`src/rtl/fbbu_defs.svh`:
```
// Constants for the flag, branch and bit-operation execution unit.
// Assumes a 100 MHz core clock and a decoder that presents one operation per cycle.
// What this block does
// - Branch on carry clear, same-or-higher alias
// - Branch on carry set, no flag change
// - Branch on negative set or clear
// - Branch when N xor V is zero
// - Branch when N xor V is one
// - Branch on half-carry set or clear
// - Branch on transfer bit, flags untouched
// - Branch on overflow set or clear
// - Branch on interrupt enable set or clear
// - I/O bit set or clear, two cycles
// - Left shift, zero into bit 0
// - Right shift, zero into bit 7
// - Rotate left through carry
// - Rotate right through carry
// - Arithmetic right shift keeps bit 7
// - Set or clear single status flags
// - Copy register bit into transfer bit
// - Copy transfer bit into register bit
`ifndef FBBU_DEFS_SVH
`define FBBU_DEFS_SVH
`define FBBU_FLAG_C 3'h0
`define FBBU_FLAG_Z 3'h1
`define FBBU_FLAG_N 3'h2
`define FBBU_FLAG_V 3'h3
`define FBBU_FLAG_S 3'h4
`define FBBU_FLAG_H 3'h5
`define FBBU_FLAG_T 3'h6
`define FBBU_FLAG_I 3'h7
`define FBBU_STATUS_RESET 8'h00
`define FBBU_PC_RESET 16'h0000
`define FBBU_BRANCH_TAKEN_CYCLES 2
`define FBBU_IO_BIT_CYCLES 2
`endif

```
`src/rtl/fbbu_pkg.sv`:
```
// Types shared by the execution unit and its helpers.
// Assumes the decoder encodes operations with fbbu_op_t.
`default_nettype none
package fbbu_pkg;
  typedef enum logic [4:0]
  {
    OP_NONE,
    OP_BRANCH_FLAG_SET,
    OP_BRANCH_FLAG_ZERO,
    OP_BRANCH_SIGNED_GE,
    OP_BRANCH_SIGNED_LT,
    OP_IO_BIT_SET,
    OP_IO_BIT_CLEAR,
    OP_LOGICAL_LEFT_SHIFT,
    OP_LOGICAL_RIGHT_SHIFT,
    OP_ROTATE_LEFT_CARRY,
    OP_ROTATE_RIGHT_CARRY,
    OP_ARITH_RIGHT_SHIFT,
    OP_FLAG_SET_BY_INDEX,
    OP_FLAG_CLEAR_BY_INDEX,
    OP_BIT_TO_XFERBIT,
    OP_XFERBIT_TO_BIT
  } fbbu_op_t;

  typedef enum logic [3:0]
  {
    SH_LSL,
    SH_LSR,
    SH_ROL,
    SH_ROR,
    SH_ASR
  } fbbu_shift_t;

  typedef enum
  {
    ST_IDLE,
    ST_SECOND
  } fbbu_state_t;
endpackage : fbbu_pkg
`default_nettype wire

```
`src/rtl/fbbu_shifter.sv`:
```
// Combinational shift and rotate datapath with flag results.
// Assumes the caller merges flags into the status register.
`default_nettype none
`include "fbbu_defs.svh"
module fbbu_shifter
(
  input  wire logic                 carryIn,
  input  wire logic [7:0]           operand,
  input  wire fbbu_pkg::fbbu_shift_t kind,
  output logic      [7:0]           result,
  output logic                      carryOut,
  output logic                      zeroOut,
  output logic                      negOut,
  output logic                      ovfOut,
  output logic                      signOut
);
  always_comb
  begin
    result   = operand;
    carryOut = carryIn;
    case (kind)
      fbbu_pkg::SH_LSL:
      begin
        result   = {operand[6:0], 1'b0};
        carryOut = operand[7];
      end
      fbbu_pkg::SH_LSR:
      begin
        result   = {1'b0, operand[7:1]};
        carryOut = operand[0];
      end
      fbbu_pkg::SH_ROL:
      begin
        result   = {operand[6:0], carryIn};
        carryOut = operand[7];
      end
      fbbu_pkg::SH_ROR:
      begin
        result   = {carryIn, operand[7:1]};
        carryOut = operand[0];
      end
      fbbu_pkg::SH_ASR:
      begin
        result   = {operand[7], operand[7:1]};
        carryOut = operand[0];
      end
      default:
      begin
        result   = operand;
        carryOut = carryIn;
      end
    endcase
    zeroOut = (result == 8'h00);
    negOut  = result[7];
    // Overflow after a shift is N xor C, as for every ALU result on this core
    ovfOut  = result[7] ^ carryOut;
    signOut = negOut ^ ovfOut;
  end
endmodule : fbbu_shifter
`default_nettype wire

```
`src/rtl/fbbu_branch_target.sv`:
```
// Relative branch target: next address plus signed offset.
// Assumes the program counter holds the address of the branch word.
`default_nettype none
module fbbu_branch_target
#(
  parameter int PC_WIDTH  = 16,
  parameter int OFS_WIDTH = 7
)
(
  input  wire logic [PC_WIDTH-1:0]  pcNow,
  input  wire logic [OFS_WIDTH-1:0] offset,
  output logic      [PC_WIDTH-1:0]  target
);
  logic [PC_WIDTH-1:0] offsetExt;
  // Sign extension lets a branch reach backwards as well as forwards
  assign offsetExt = {{(PC_WIDTH-OFS_WIDTH){offset[OFS_WIDTH-1]}}, offset};
  assign target    = pcNow + offsetExt + {{(PC_WIDTH-1){1'b0}}, 1'b1};
endmodule : fbbu_branch_target
`default_nettype wire

```
`src/rtl/fbbu_exec_unit.sv`:
```
// Execution unit for flag branches, I/O bit ops, shifts and flag transfers.
// Assumes the decoder holds opValid until opDone and supplies register and I/O reads.
`default_nettype none
`include "fbbu_defs.svh"
module fbbu_exec_unit
#(
  parameter int PC_WIDTH  = 16,
  parameter int OFS_WIDTH = 7,
  parameter int IO_AW     = 5
)
(
  input  wire logic                  sys_clk,
  input  wire logic                  rst_b,
  input  wire logic                  opValid,
  input  wire fbbu_pkg::fbbu_op_t    opCode,
  input  wire logic [2:0]            opBitSel,
  input  wire logic [OFS_WIDTH-1:0]  opOffset,
  input  wire logic [4:0]            opRegSel,
  input  wire logic [IO_AW-1:0]      opIoAddr,
  input  wire logic [7:0]            regRdData,
  input  wire logic [7:0]            ioRdData,
  input  wire logic                  pcLoad,
  input  wire logic [PC_WIDTH-1:0]   pcLoadValue,
  output logic                       opDone,
  output logic [PC_WIDTH-1:0]        programCounter,
  output logic                       pcRedirect,
  output logic [7:0]                 statusRegister,
  output logic                       regWrEn,
  output logic [4:0]                 regWrSel,
  output logic [7:0]                 regWrData,
  output logic                       ioWrEn,
  output logic [IO_AW-1:0]           ioWrAddr,
  output logic [7:0]                 ioWrData
);
  typedef struct packed
  {
    fbbu_pkg::fbbu_state_t state;
    logic                  done;
    logic [PC_WIDTH-1:0]   pc;
    logic                  redirect;
    logic [7:0]            status;
    logic                  regWe;
    logic [4:0]            regSel;
    logic [7:0]            regData;
    logic                  ioWe;
    logic [IO_AW-1:0]      ioAddr;
    logic [7:0]            ioData;
    logic                  ioOp;
  } fbbu_state_s_t;

  fbbu_state_s_t cur_reg;
  fbbu_state_s_t cur_next;

  fbbu_pkg::fbbu_shift_t shiftKind;
  logic [7:0]            shiftResult;
  logic                  shC;
  logic                  shZ;
  logic                  shN;
  logic                  shV;
  logic                  shS;
  logic [PC_WIDTH-1:0]   branchTarget;
  logic                  condMet;

  function automatic fbbu_pkg::fbbu_shift_t shift_of(input fbbu_pkg::fbbu_op_t op);
    case (op)
      fbbu_pkg::OP_LOGICAL_RIGHT_SHIFT: shift_of = fbbu_pkg::SH_LSR;
      fbbu_pkg::OP_ROTATE_LEFT_CARRY:   shift_of = fbbu_pkg::SH_ROL;
      fbbu_pkg::OP_ROTATE_RIGHT_CARRY:  shift_of = fbbu_pkg::SH_ROR;
      fbbu_pkg::OP_ARITH_RIGHT_SHIFT:   shift_of = fbbu_pkg::SH_ASR;
      default:                          shift_of = fbbu_pkg::SH_LSL;
    endcase
  endfunction : shift_of

  function automatic logic is_shift(input fbbu_pkg::fbbu_op_t op);
    is_shift = (op == fbbu_pkg::OP_LOGICAL_LEFT_SHIFT) ||
               (op == fbbu_pkg::OP_LOGICAL_RIGHT_SHIFT) ||
               (op == fbbu_pkg::OP_ROTATE_LEFT_CARRY) ||
               (op == fbbu_pkg::OP_ROTATE_RIGHT_CARRY) ||
               (op == fbbu_pkg::OP_ARITH_RIGHT_SHIFT);
  endfunction : is_shift

  assign shiftKind = shift_of(opCode);

  fbbu_shifter u_shifter
  (
    .carryIn  (cur_reg.status[`FBBU_FLAG_C]),
    .operand  (regRdData),
    .kind     (shiftKind),
    .result   (shiftResult),
    .carryOut (shC),
    .zeroOut  (shZ),
    .negOut   (shN),
    .ovfOut   (shV),
    .signOut  (shS)
  );

  fbbu_branch_target #(.PC_WIDTH(PC_WIDTH), .OFS_WIDTH(OFS_WIDTH)) u_target
  (
    .pcNow  (cur_reg.pc),
    .offset (opOffset),
    .target (branchTarget)
  );

  // One flag selected by index serves every single-flag branch pair
  always_comb
  begin
    condMet = 1'b0;
    case (opCode)
      fbbu_pkg::OP_BRANCH_FLAG_SET:  condMet = cur_reg.status[opBitSel];
      fbbu_pkg::OP_BRANCH_FLAG_ZERO: condMet = ~cur_reg.status[opBitSel];
      fbbu_pkg::OP_BRANCH_SIGNED_GE:
        condMet = ~(cur_reg.status[`FBBU_FLAG_N] ^ cur_reg.status[`FBBU_FLAG_V]);
      fbbu_pkg::OP_BRANCH_SIGNED_LT:
        condMet = cur_reg.status[`FBBU_FLAG_N] ^ cur_reg.status[`FBBU_FLAG_V];
      default: condMet = 1'b0;
    endcase
  end

  always_comb
  begin
    cur_next          = cur_reg;
    cur_next.done     = 1'b0;
    cur_next.redirect = 1'b0;
    cur_next.regWe    = 1'b0;
    cur_next.ioWe     = 1'b0;
    if (pcLoad)
    begin
      cur_next.pc = pcLoadValue;
    end
    case (cur_reg.state)
      fbbu_pkg::ST_IDLE:
      begin
        if (opValid)
        begin
          case (opCode)
            fbbu_pkg::OP_BRANCH_FLAG_SET, fbbu_pkg::OP_BRANCH_FLAG_ZERO,
            fbbu_pkg::OP_BRANCH_SIGNED_GE, fbbu_pkg::OP_BRANCH_SIGNED_LT:
            begin
              // Flags are never touched by a branch
              if (condMet)
              begin
                cur_next.state = fbbu_pkg::ST_SECOND;
              end
              else
              begin
                cur_next.pc   = cur_reg.pc + {{(PC_WIDTH-1){1'b0}}, 1'b1};
                cur_next.done = 1'b1;
              end
            end
            fbbu_pkg::OP_IO_BIT_SET, fbbu_pkg::OP_IO_BIT_CLEAR:
            begin
              // Read-modify-write needs a second cycle to write back
              cur_next.ioAddr = opIoAddr;
              cur_next.ioData = ioRdData;
              cur_next.ioData[opBitSel] = (opCode == fbbu_pkg::OP_IO_BIT_SET);
              // Remembered so that the second cycle never mistakes the op for a branch
              cur_next.ioOp   = 1'b1;
              cur_next.state  = fbbu_pkg::ST_SECOND;
            end
            fbbu_pkg::OP_FLAG_SET_BY_INDEX:
            begin
              cur_next.status[opBitSel] = 1'b1;
              cur_next.pc   = cur_reg.pc + {{(PC_WIDTH-1){1'b0}}, 1'b1};
              cur_next.done = 1'b1;
            end
            fbbu_pkg::OP_FLAG_CLEAR_BY_INDEX:
            begin
              cur_next.status[opBitSel] = 1'b0;
              cur_next.pc   = cur_reg.pc + {{(PC_WIDTH-1){1'b0}}, 1'b1};
              cur_next.done = 1'b1;
            end
            fbbu_pkg::OP_BIT_TO_XFERBIT:
            begin
              cur_next.status[`FBBU_FLAG_T] = regRdData[opBitSel];
              cur_next.pc   = cur_reg.pc + {{(PC_WIDTH-1){1'b0}}, 1'b1};
              cur_next.done = 1'b1;
            end
            fbbu_pkg::OP_XFERBIT_TO_BIT:
            begin
              cur_next.regWe   = 1'b1;
              cur_next.regSel  = opRegSel;
              cur_next.regData = regRdData;
              cur_next.regData[opBitSel] = cur_reg.status[`FBBU_FLAG_T];
              cur_next.pc   = cur_reg.pc + {{(PC_WIDTH-1){1'b0}}, 1'b1};
              cur_next.done = 1'b1;
            end
            default:
            begin
              if (is_shift(opCode))
              begin
                cur_next.regWe   = 1'b1;
                cur_next.regSel  = opRegSel;
                cur_next.regData = shiftResult;
                cur_next.status[`FBBU_FLAG_C] = shC;
                cur_next.status[`FBBU_FLAG_Z] = shZ;
                cur_next.status[`FBBU_FLAG_N] = shN;
                cur_next.status[`FBBU_FLAG_V] = shV;
                cur_next.status[`FBBU_FLAG_S] = shS;
                cur_next.pc   = cur_reg.pc + {{(PC_WIDTH-1){1'b0}}, 1'b1};
                cur_next.done = 1'b1;
              end
            end
          endcase
        end
      end
      fbbu_pkg::ST_SECOND:
      begin
        cur_next.state = fbbu_pkg::ST_IDLE;
        cur_next.done  = 1'b1;
        cur_next.ioOp  = 1'b0;
        if (cur_reg.ioOp)
        begin
          cur_next.ioWe = 1'b1;
          cur_next.pc   = cur_reg.pc + {{(PC_WIDTH-1){1'b0}}, 1'b1};
        end
        else
        begin
          cur_next.pc       = branchTarget;
          cur_next.redirect = 1'b1;
        end
      end
      default: cur_next.state = fbbu_pkg::ST_IDLE;
    endcase
  end

  always_ff @(posedge sys_clk)
  begin
    if (!rst_b)
    begin
      cur_reg          <= '0;
      cur_reg.state    <= fbbu_pkg::ST_IDLE;
      cur_reg.pc       <= PC_WIDTH'(`FBBU_PC_RESET);
      cur_reg.status   <= `FBBU_STATUS_RESET;
    end
    else
    begin
      cur_reg <= cur_next;
    end
  end

  assign opDone         = cur_reg.done;
  assign programCounter = cur_reg.pc;
  assign pcRedirect     = cur_reg.redirect;
  assign statusRegister = cur_reg.status;
  assign regWrEn        = cur_reg.regWe;
  assign regWrSel       = cur_reg.regSel;
  assign regWrData      = cur_reg.regData;
  assign ioWrEn         = cur_reg.ioWe;
  assign ioWrAddr       = cur_reg.ioAddr;
  assign ioWrData       = cur_reg.ioData;

  property p_taken_two;
    @(posedge sys_clk) disable iff (!rst_b)
      (cur_reg.state == fbbu_pkg::ST_IDLE && opValid && condMet)
      |=> !opDone ##1 (opDone && pcRedirect);
  endproperty
  a_taken_two: assert property (p_taken_two) else $error("taken branch not 2 cycles");

  property p_fall_one;
    @(posedge sys_clk) disable iff (!rst_b)
      (cur_reg.state == fbbu_pkg::ST_IDLE && opValid && !pcLoad && !condMet &&
       (opCode == fbbu_pkg::OP_BRANCH_FLAG_SET || opCode == fbbu_pkg::OP_BRANCH_FLAG_ZERO))
      |=> opDone && !pcRedirect &&
          programCounter == PC_WIDTH'($past(programCounter) + {{(PC_WIDTH-1){1'b0}}, 1'b1});
  endproperty
  a_fall_one: assert property (p_fall_one) else $error("untaken branch wrong");

  property p_branch_keeps_flags;
    @(posedge sys_clk) disable iff (!rst_b)
      (cur_reg.state == fbbu_pkg::ST_IDLE && opValid &&
       (opCode == fbbu_pkg::OP_BRANCH_FLAG_SET || opCode == fbbu_pkg::OP_BRANCH_FLAG_ZERO))
      |=> $stable(statusRegister);
  endproperty
  a_branch_keeps_flags: assert property (p_branch_keeps_flags) else $error("branch changed flags");

  property p_ge;
    @(posedge sys_clk) disable iff (!rst_b)
      (cur_reg.state == fbbu_pkg::ST_IDLE && opValid && opCode == fbbu_pkg::OP_BRANCH_SIGNED_GE &&
       (statusRegister[`FBBU_FLAG_N] == statusRegister[`FBBU_FLAG_V]))
      |=> ##1 pcRedirect;
  endproperty
  a_ge: assert property (p_ge) else $error("signed ge not taken");

  property p_lt;
    @(posedge sys_clk) disable iff (!rst_b)
      (cur_reg.state == fbbu_pkg::ST_IDLE && opValid && opCode == fbbu_pkg::OP_BRANCH_SIGNED_LT &&
       (statusRegister[`FBBU_FLAG_N] == statusRegister[`FBBU_FLAG_V]))
      |=> opDone && !pcRedirect;
  endproperty
  a_lt: assert property (p_lt) else $error("signed lt taken wrongly");

  property p_io_two;
    @(posedge sys_clk) disable iff (!rst_b)
      (cur_reg.state == fbbu_pkg::ST_IDLE && opValid && opCode == fbbu_pkg::OP_IO_BIT_SET)
      |=> !ioWrEn ##1 (ioWrEn && ioWrData[$past(opBitSel, 2)]);
  endproperty
  a_io_two: assert property (p_io_two) else $error("io bit set wrong");

  property p_lsl;
    @(posedge sys_clk) disable iff (!rst_b)
      (cur_reg.state == fbbu_pkg::ST_IDLE && opValid &&
       opCode == fbbu_pkg::OP_LOGICAL_LEFT_SHIFT)
      |=> regWrEn && regWrData == {$past(regRdData[6:0]), 1'b0} &&
          statusRegister[`FBBU_FLAG_C] == $past(regRdData[7]);
  endproperty
  a_lsl: assert property (p_lsl) else $error("left shift wrong");

  property p_ror;
    @(posedge sys_clk) disable iff (!rst_b)
      (cur_reg.state == fbbu_pkg::ST_IDLE && opValid &&
       opCode == fbbu_pkg::OP_ROTATE_RIGHT_CARRY)
      |=> regWrData == {$past(statusRegister[`FBBU_FLAG_C]), $past(regRdData[7:1])} &&
          statusRegister[`FBBU_FLAG_C] == $past(regRdData[0]);
  endproperty
  a_ror: assert property (p_ror) else $error("rotate right wrong");

  property p_bst;
    @(posedge sys_clk) disable iff (!rst_b)
      (cur_reg.state == fbbu_pkg::ST_IDLE && opValid && opCode == fbbu_pkg::OP_BIT_TO_XFERBIT)
      |=> statusRegister[`FBBU_FLAG_T] == $past(regRdData[opBitSel]) && opDone;
  endproperty
  a_bst: assert property (p_bst) else $error("bit store wrong");

  property p_io_clear;
    @(posedge sys_clk) disable iff (!rst_b)
      (cur_reg.state == fbbu_pkg::ST_IDLE && opValid && opCode == fbbu_pkg::OP_IO_BIT_CLEAR)
      |=> !ioWrEn ##1 (ioWrEn && opDone && !ioWrData[$past(opBitSel, 2)]);
  endproperty
  a_io_clear: assert property (p_io_clear) else $error("io bit clear wrong");

  property p_lsr;
    @(posedge sys_clk) disable iff (!rst_b)
      (cur_reg.state == fbbu_pkg::ST_IDLE && opValid &&
       opCode == fbbu_pkg::OP_LOGICAL_RIGHT_SHIFT)
      |=> regWrEn && regWrData == {1'b0, $past(regRdData[7:1])} &&
          statusRegister[`FBBU_FLAG_C] == $past(regRdData[0]);
  endproperty
  a_lsr: assert property (p_lsr) else $error("right shift wrong");

  property p_bld;
    @(posedge sys_clk) disable iff (!rst_b)
      (cur_reg.state == fbbu_pkg::ST_IDLE && opValid && opCode == fbbu_pkg::OP_XFERBIT_TO_BIT)
      |=> regWrEn && regWrData[$past(opBitSel)] == $past(statusRegister[`FBBU_FLAG_T]) &&
          $stable(statusRegister);
  endproperty
  a_bld: assert property (p_bld) else $error("bit load wrong");

  c_taken: cover property (@(posedge sys_clk) disable iff (!rst_b) pcRedirect);
  c_io: cover property (@(posedge sys_clk) disable iff (!rst_b) ioWrEn);
  c_shift: cover property (@(posedge sys_clk) disable iff (!rst_b) regWrEn);
  c_fall: cover property (@(posedge sys_clk) disable iff (!rst_b)
    opDone && !pcRedirect && !regWrEn && !ioWrEn);
endmodule : fbbu_exec_unit
`default_nettype wire

```
`config.mk`:
```
export PLATFORM = sky130hd
export DESIGN_NAME = fbbu_exec_unit
export DESIGN_NICKNAME = d
export VERILOG_FILES = /design/src/rtl/fbbu_pkg.sv /design/src/rtl/fbbu_shifter.sv /design/src/rtl/fbbu_branch_target.sv /design/src/rtl/fbbu_exec_unit.sv
export VERILOG_INCLUDE_DIRS = /design/src /design/src/rtl
export SDC_FILE = /design/constraint.sdc
export NUM_CORES = 1
export LEC_CHECK = 0
export BUFFER_PORTS_ARGS = -buffer_cell sky130_fd_sc_hd__buf_2
export CORE_AREA = 2 2 107 109
export CTS_CLUSTER_SIZE = 14
export DETAILED_ROUTE_END_ITERATION = 10
export DIE_AREA = 0 0 109 111
export HOLD_SLACK_MARGIN = 0.06
export PLACE_DENSITY = 0.73
export SETUP_SLACK_MARGIN = 0.1
export SYNTH_ARGS = -nofsm -noshare
export SYNTH_HDL_FRONTEND = slang
export SYNTH_SLANG_ARGS = --single-unit
export TNS_END_PERCENT = 50
```
`constraint.sdc`:
```
create_clock -name sys_clk -period 3.9 [get_ports sys_clk]
set_clock_uncertainty 0.1 [all_clocks]
set_input_delay 0.39 -clock sys_clk [delete_from_list [all_inputs] [get_ports sys_clk]]
set_output_delay 0.39 -clock sys_clk [all_outputs]
set_load 0.005 [all_outputs]
```
==> key figures, run 1 <==
STA
  – RSZ-0062 raised after global routing: no
  – Achievable frequency: 368 MHz
  – Setup TNS: 0 ns
  – Final Hold Vio Count: 0
  – Fin worst setup slack: 1.19 ns
  – Setup violators final: 0
  – Tmin final: 2.71 ns
  – Worst-Margin Slew: 0.862 ns
  – Max Slew Vio Count: 0
  – Hold Slack: 0.232 ns
  – Relative slew slack: 42.3%
  – Final period utilization: 69.6%

Power
  – Pleak: 2.35 nW
  – Pwr Density: 306 nW/µm²
  – Worst VDD drop: 267 µV

Hold path
  – Hold WC Path Type: primary input to flop

Worst setup path
  – CP Max Fanout: 5
  – CP startpoint kind: flop
  – Worst path arrival time: 2.80 ns
  – Kind of critical path: flop to flop
  – Worst Setup End Kind: flop
  – Req. time, crit path: 3.99 ns

Synthesis
  – Synth Area in Adders: 4.59%
  – Syn Std Cell Area: 4800 µm²
  – Post-Synth Simple-Gate Area: 18.1%
  – Synth top area share: 23.3%
  – Xor/xnor share of the synthesized area: 5.47%
  – Mapped Cells: 607
  – Distinct cell type count after synthesis: 64
  – Largest family of logic cells by synthesized area: compound AO/OA/AOI/OAI gates
  – Synth Flop Type: dfxtp_1
  – Synth Area in Compound Gates: 22.2%
  – Largest cells by area after synthesis: dfxtp_1 (23%), mux2i_1 (11%), buf_4 (7.8%)
  – Post-synthesis area per instance: 7.91 µm²
  – Leading area contributor after synthesis: dfxtp_1
  – #FFs+latches synth: 56
  – Sequential fraction of the synthesis area: 23.3%
  – Post-synth EDFFs: 0
  – Yosys warns: 0
  – Asr flop ratio synth: 0%
  – Post-Synthesis Net Count: 685
  – Multiplexer area fraction after synthesis: 14.3%

Global routing
  – Largest net degree at the start of global routing: 32
  – Initial antenna violation count: 0
  – Met1 track demand over resource: 27.8%
  – GR Overflow Total: 0
  – Routing usage on met3: 3.23%
  – First-pass GRT wire length: 21500 µm
  – Global-route layer with the greatest usage: met2
  – Number of global-route vias before repair: 4419
  – GRT Total Usage: 21.8%
  – Met2 usage in global routing: 38.2%

Detailed routing
  – 1st-iter DRT viols: 289
  – Vias/cell: 5.83
  – WL final: 13400 µm
  – Router iterations before antenna repair: 5
  – Routed len/inst: 16.9 µm
  – Residual DRC: 0
  – Via Count: 4620
  – Post-route antenna net violation count: 0

Cells and area
  – Ratio of cells with drive above 1 in the final layout: 22.8%
  – Final net count: 727
  – Max FFs per register: 16
  – Number of non-filler instances in the completed layout: 793
  – ANT cells: 0
  – Final core occ: 47.2%
  – Area Growth Syn to Fin: 8.94%

Die
  – Die X: 109 µm
  – Die ar.: 12100 µm²
  – Core box area: 11100 µm²
  – Row count: 39
  – Die height: 111 µm
  – IO Pins: 115
  – Initial core utilization: 43.4%

CTS
  – Clk_lat worst skew: 0.29 ns
  – Num CTS Buffers: 5
  – Htree depth: 2
  – CTS root buffer: clkbuf_16
  – Num Clock Sinks: 56
  – TritonCTS clock tree: yes
  – Postcts setup bufs: 0
  – Max clock buf depth: 2
  – Hold-fix buffers at CTS: 0
  – CTS-repair resized insts: 0
  – Clock-pin slew on the worst setup and hold paths: 0.08 ns

Job
  – Max-Cap Viols: 0

Place
  – Final HPWL DP: 10300 µm
  – Port bufs: 114
  – GP Congestion: 0.894
  – Placed Cells: 785
  – Dpl ws: 1.10 ns

Status
  – Status: completed
placed cells by master, fill, tap and decap left out, types with 7 or more instances in the layout:
cell type	n
buf_2	114
nor2_1	62
dfxtp_1	56
mux2i_1	55
nand2_1	53
a21oi_1	34
o21ai_0	24
inv_1	16
nand3_1	16
xor2_1	16
ha_1	16
xnor2_1	14
o221ai_1	12
nor3_1	11
mux2_2	10
a21o_1	9
o211ai_1	9
nand2b_1	7
critical path, cell delays in order, from the launching register on:
cell and delay (ns):
dfxtp_1 0.34, inv_1 0.13, ha_1 0.19, inv_1 0.05, fa_1 0.41, a21o_1 0.19, nand4_1 0.10, a21oi_1 0.10
o31a_1 0.31, o22a_1 0.19, xor2_1 0.14, a221o_1 0.34
stage by stage:
stage               power [mW]  instance area [µm²]
floorplan                0.973                 4800
global placement          1.07                 5060
detailed placement        1.08                 5060
CTS                       1.61                 5230
global route              1.68                 5230
finish                    1.60                 5230
routing by layer:
metal  wire length, µm  up-vias
met5                 0        -
met4               146        0
met3               813       15
met2              6650      189
met1              5760     2173
li1                  -     2243
cells in the mapped netlist, types with 7 or more instances:
library cell  number
buf_4             50
o21ai_0           24
nand2b_1           7
nor3_1            11
nand3_1           16
o221ai_1          12
nand2_1           53
inv_1             16
a21o_1             9
nor2_1            62
a21oi_1           34
mux2_2            10
o211ai_1           9
ha_1              16
clkbuf_1          22
xnor2_1           14
mux2i_1           55
dfxtp_1           56
xor2_1            16
where the power goes:
part,leakage [nW],internal (mW),switching [mW]
logic,1.81,0.193,0.248
clock network,0.0857,0.307,0.219
registers,0.456,0.597,0.0361
total,2.35,1.10,0.503
logic make-up (layout without fill, tap and decap cells):
| family | Yosys count | count (layout) |
|---|---|---|
| AOI/OAI and AO/OA | 152 | 152 |
| xor gates and xnor gates | 30 | 30 |
| adders and majority gates | 17 | 17 |
| buffers and inverters | 98 | 141 |
| DFF | 56 | 56 |
| muxes | 66 | 66 |
| and+or+nand+nor | 188 | 188 |
path summary, 6_finish.rpt:
kind	startpoint	end	slack [ns]	depth (start not counted)
worst max-delay path	programCounter[0]$_SDFF_PN0_	programCounter[12]$_SDFF_PN0_	1.19	11
worst min-delay path	opIoAddr[2]	ioWrAddr[2]$_SDFFE_PN0P_	0.23	3
worst max register to register	programCounter[0]$_SDFF_PN0_	programCounter[12]$_SDFF_PN0_	1.19	11
worst min register to register	regWrSel[2]$_SDFFE_PN0P_	regWrSel[2]$_SDFFE_PN0P_	0.36	2
final cells by class:
cell class	instances	area (µm²)
well taps	143	179
clock buffers	5	125
clock inverters	3	46.3
flip-flops and latches	56	1120
repair buffers	117	593
fillers	1118	5850
inverters	16	60.1
multi-input cells	453	3110
No activity file was read; power rests on OpenSTA's default activity.
==> inputs of run 2 (changes only) <==
clock period = 2.7 ns   (was 3.9 ns; I/O delays follow)
==> key figures, run 2 (synthesis results as in run 1) <==
Status
  – Status: completed

Worst setup path
  – Kind of critical path: flop to flop
  – R2r setup slk: 0.22 ns (-0.97 ns)
  – Crit Reg-Reg Startpoint: programCounter[0]$_SDFF_PN0_
  – CP startpoint kind: flop
  – Worst path arrival time: 2.58 ns (-0.22 ns)
  – CP Max Fanout: 3 (-2)
  – CP Launch Point: programCounter[0]$_SDFF_PN0_
  – Worst r2r path cells: 11 (unchanged)
  – R2r endpoint: programCounter[12]$_SDFF_PN0_
  – Worst setup endpoint: programCounter[12]$_SDFF_PN0_
  – Worst Setup End Kind: flop
  – Req. time, crit path: 2.80 ns (-1.19 ns)

Global routing
  – Initial antenna violation count: 0 (unchanged)
  – Number of global-route vias before repair: 4476 (+1.3%)
  – Routing usage on met3: 3.47% (+0.24 points)
  – Met2 usage in global routing: 38.7% (+0.50 points)
  – GRT Total Usage: 22.3% (+0.55 points)
  – Met1 track demand over resource: 28.2% (+0.36 points)
  – GR Overflow Total: 0 (unchanged)
  – Global-route layer with the greatest usage: met2
  – Largest net degree at the start of global routing: 24 (-25%)
  – First-pass GRT wire length: 21800 µm (+1.5%)

Detailed routing
  – Router iterations before antenna repair: 7 (+2)
  – Post-route antenna net violation count: 0 (unchanged)
  – Routed len/inst: 16.5 µm (-2.1%)
  – Vias/cell: 5.70 (-2.1%)
  – Via Count: 4665 (+0.97%)
  – 1st-iter DRT viols: 290 (+0.35%)
  – WL final: 13500 µm (+1.0%)
  – Residual DRC: 0 (unchanged)

STA
  – Fin worst setup slack: 0.215 ns (-0.971 ns)
  – Setup TNS: 0 ns (unchanged)
  – Worst-Margin Slew: 0.806 ns (-0.0556 ns)
  – Max Slew Vio Count: 0 (unchanged)
  – Setup violators final: 0 (unchanged)
  – Final Hold Vio Count: 0 (unchanged)
  – Tmin final: 2.48 ns (-0.229 ns)
  – Relative slew slack: 46.2% (+3.9 points)
  – Final period utilization: 92.0% (+22 points)
  – RSZ-0062 raised after global routing: yes
  – Achievable frequency: 402 MHz (+9.2%)

CTS
  – CTS root buffer: clkbuf_16
  – Clock-pin slew on the worst setup and hold paths: 0.08 ns (about the same)
  – Max clock buf depth: 2 (unchanged)
  – Hold-fix buffers at CTS: 0 (unchanged)
  – Htree depth: 2 (unchanged)
  – Clk_lat worst skew: 0.30 ns (about the same)
  – TritonCTS clock tree: yes
  – Num Clock Sinks: 56 (unchanged)
  – Num CTS Buffers: 5 (unchanged)

Power
  – Sequential power share: 39.3% (-0.3 points)
  – Pwr Density: 421 nW/µm² (+38%)
  – Net switching power figure: 761 µW (+51%)
  – Clock Power Share: 30.4% (-2.5 points)
  – P_int: 1.53 mW (+39%)
  – Switching share of power: 33.3% (+1.8 points)
  – Comb power frac: 30.3% (+2.7 points)
  – Worst VDD drop: 255 µV (-4.7%)
  – Pleak: 2.47 nW (+5.0%)

Cells and area
  – Final net count: 752 (+3.4%)
  – Ratio of cells with drive above 1 in the final layout: 26.7% (+3.9 points)
  – Most frequent cells in the layout: buf_2 (114), nor2_1 (62), mux2i_1 (55), dfxtp_1 (54), nand2_1 (53)
  – Most common cell after layout, fill and taps aside: buf_2
  – Area Growth Syn to Fin: 13.0%
  – Max FFs per register: 16 (unchanged)
  – ANT cells: 0 (unchanged)

Die
  – Core box area: 11100 µm² (unchanged)
  – Row count: 39 (unchanged)
  – IO Pins: 115 (unchanged)
  – Die X: 109 µm (unchanged)
  – Die height: 111 µm (unchanged)
  – Initial core utilization: 43.4% (unchanged)
  – Die ar.: 12100 µm² (unchanged)

Job
  – Max-Cap Viols: 0 (unchanged)

Place
  – GP Congestion: 0.893 (-0.10%)
  – Dpl ws: 0.0409 ns (-1.06 ns)
  – Final HPWL DP: 10500 µm (+2.3%)
  – Port bufs: 114 (unchanged)

Hold path
  – Hold WC Path Type: primary input to flop
## run 2: cell types whose count changed in the layout (fill, tap and decap cells not counted), sizes merged
cell,change
buf,+25
bufinv,-1
clkinv,+1
## run 2: worst min-delay path by stage
stage	slack, ns	cells past startpoint	endpoint	from
2_1_floorplan	0.31	2	regWrSel[0]$_SDFFE_PN0P_	opRegSel[0]
3_3_place_gp	0.34	2	regWrSel[4]$_SDFFE_PN0P_	regWrSel[4]$_SDFFE_PN0P_
3_5_place_dp	0.35	2	regWrSel[0]$_SDFFE_PN0P_	regWrSel[0]$_SDFFE_PN0P_
4_1_cts	0.1	3	ioWrAddr[4]$_SDFFE_PN0P_	opIoAddr[4]
5_1_grt	0.11	3	regWrSel[1]$_SDFFE_PN0P_	opRegSel[1]
6_report	0.1	3	ioWrAddr[4]$_SDFFE_PN0P_	opIoAddr[4]
## run 2: timing repair
item                       CTS  global route
pin swaps                    0             7
setup endpoints to repair    2             4
setup buffers                0             3
resized for setup            3             5
## run 2: worst max-delay path, stage by stage (launching register included)
cell and delay, ns:
dfxtp_2 0.33, inv_2 0.08, ha_4 0.13, inv_1 0.05, fa_2 0.39, a21o_1 0.20, nand4_1 0.11, a21oi_2 0.09
o31a_1 0.28, o22a_1 0.18, xor2_1 0.14, a221o_1 0.31
## run 2: routing by layer
layer / vias to the layer above / routed length, µm / share of wire (%)
met5: - / 0 / 0
met4: 0 / 193 / 1.4
met3: 15 / 1020 / 7.6
met2: 184 / 6710 / 50
met1: 2166 / 5580 / 41
li1: 2300 / - / -
## run 2: stage by stage
step / util, % / area [µm²] / hold slack [ns] / total power [mW] / std cells
floorplan: - / 4800 / 0.310 / 1.40 / 607
global placement: 47.2 / 5230 / 0.337 / 1.57 / 807
detailed placement: 47.2 / 5230 / 0.355 / 1.58 / 807
CTS: 48.6 / 5380 / 0.0957 / 2.27 / 815
global route: 49.0 / 5430 / 0.113 / 2.41 / 818
finish: 49.0 / 5430 / 0.0987 / 2.29 / 818
## run 2: power groups by stage
stage,Sequential (mW),Clock (mW),Combinational [mW]
5_1_grt,0.904,0.736,0.765
3_5_place_dp,0.915,0,0.669
3_3_place_gp,0.914,0,0.653
4_1_cts,0.896,0.702,0.675
2_1_floorplan,0.914,0,0.491
6_report,0.898,0.695,0.694
## run 2: final cells by class
type | count | area (µm²)
Clock buffer | 5 | 125
Clock inverter | 3 | 26.3
Multi-Input combinational cell | 453 | 3130
Fill cell | 1108 | 5650
Timing Repair Buffer | 142 | 781
Tap cell | 143 | 179
Inverter | 16 | 60.1
Sequential cell | 56 | 1120
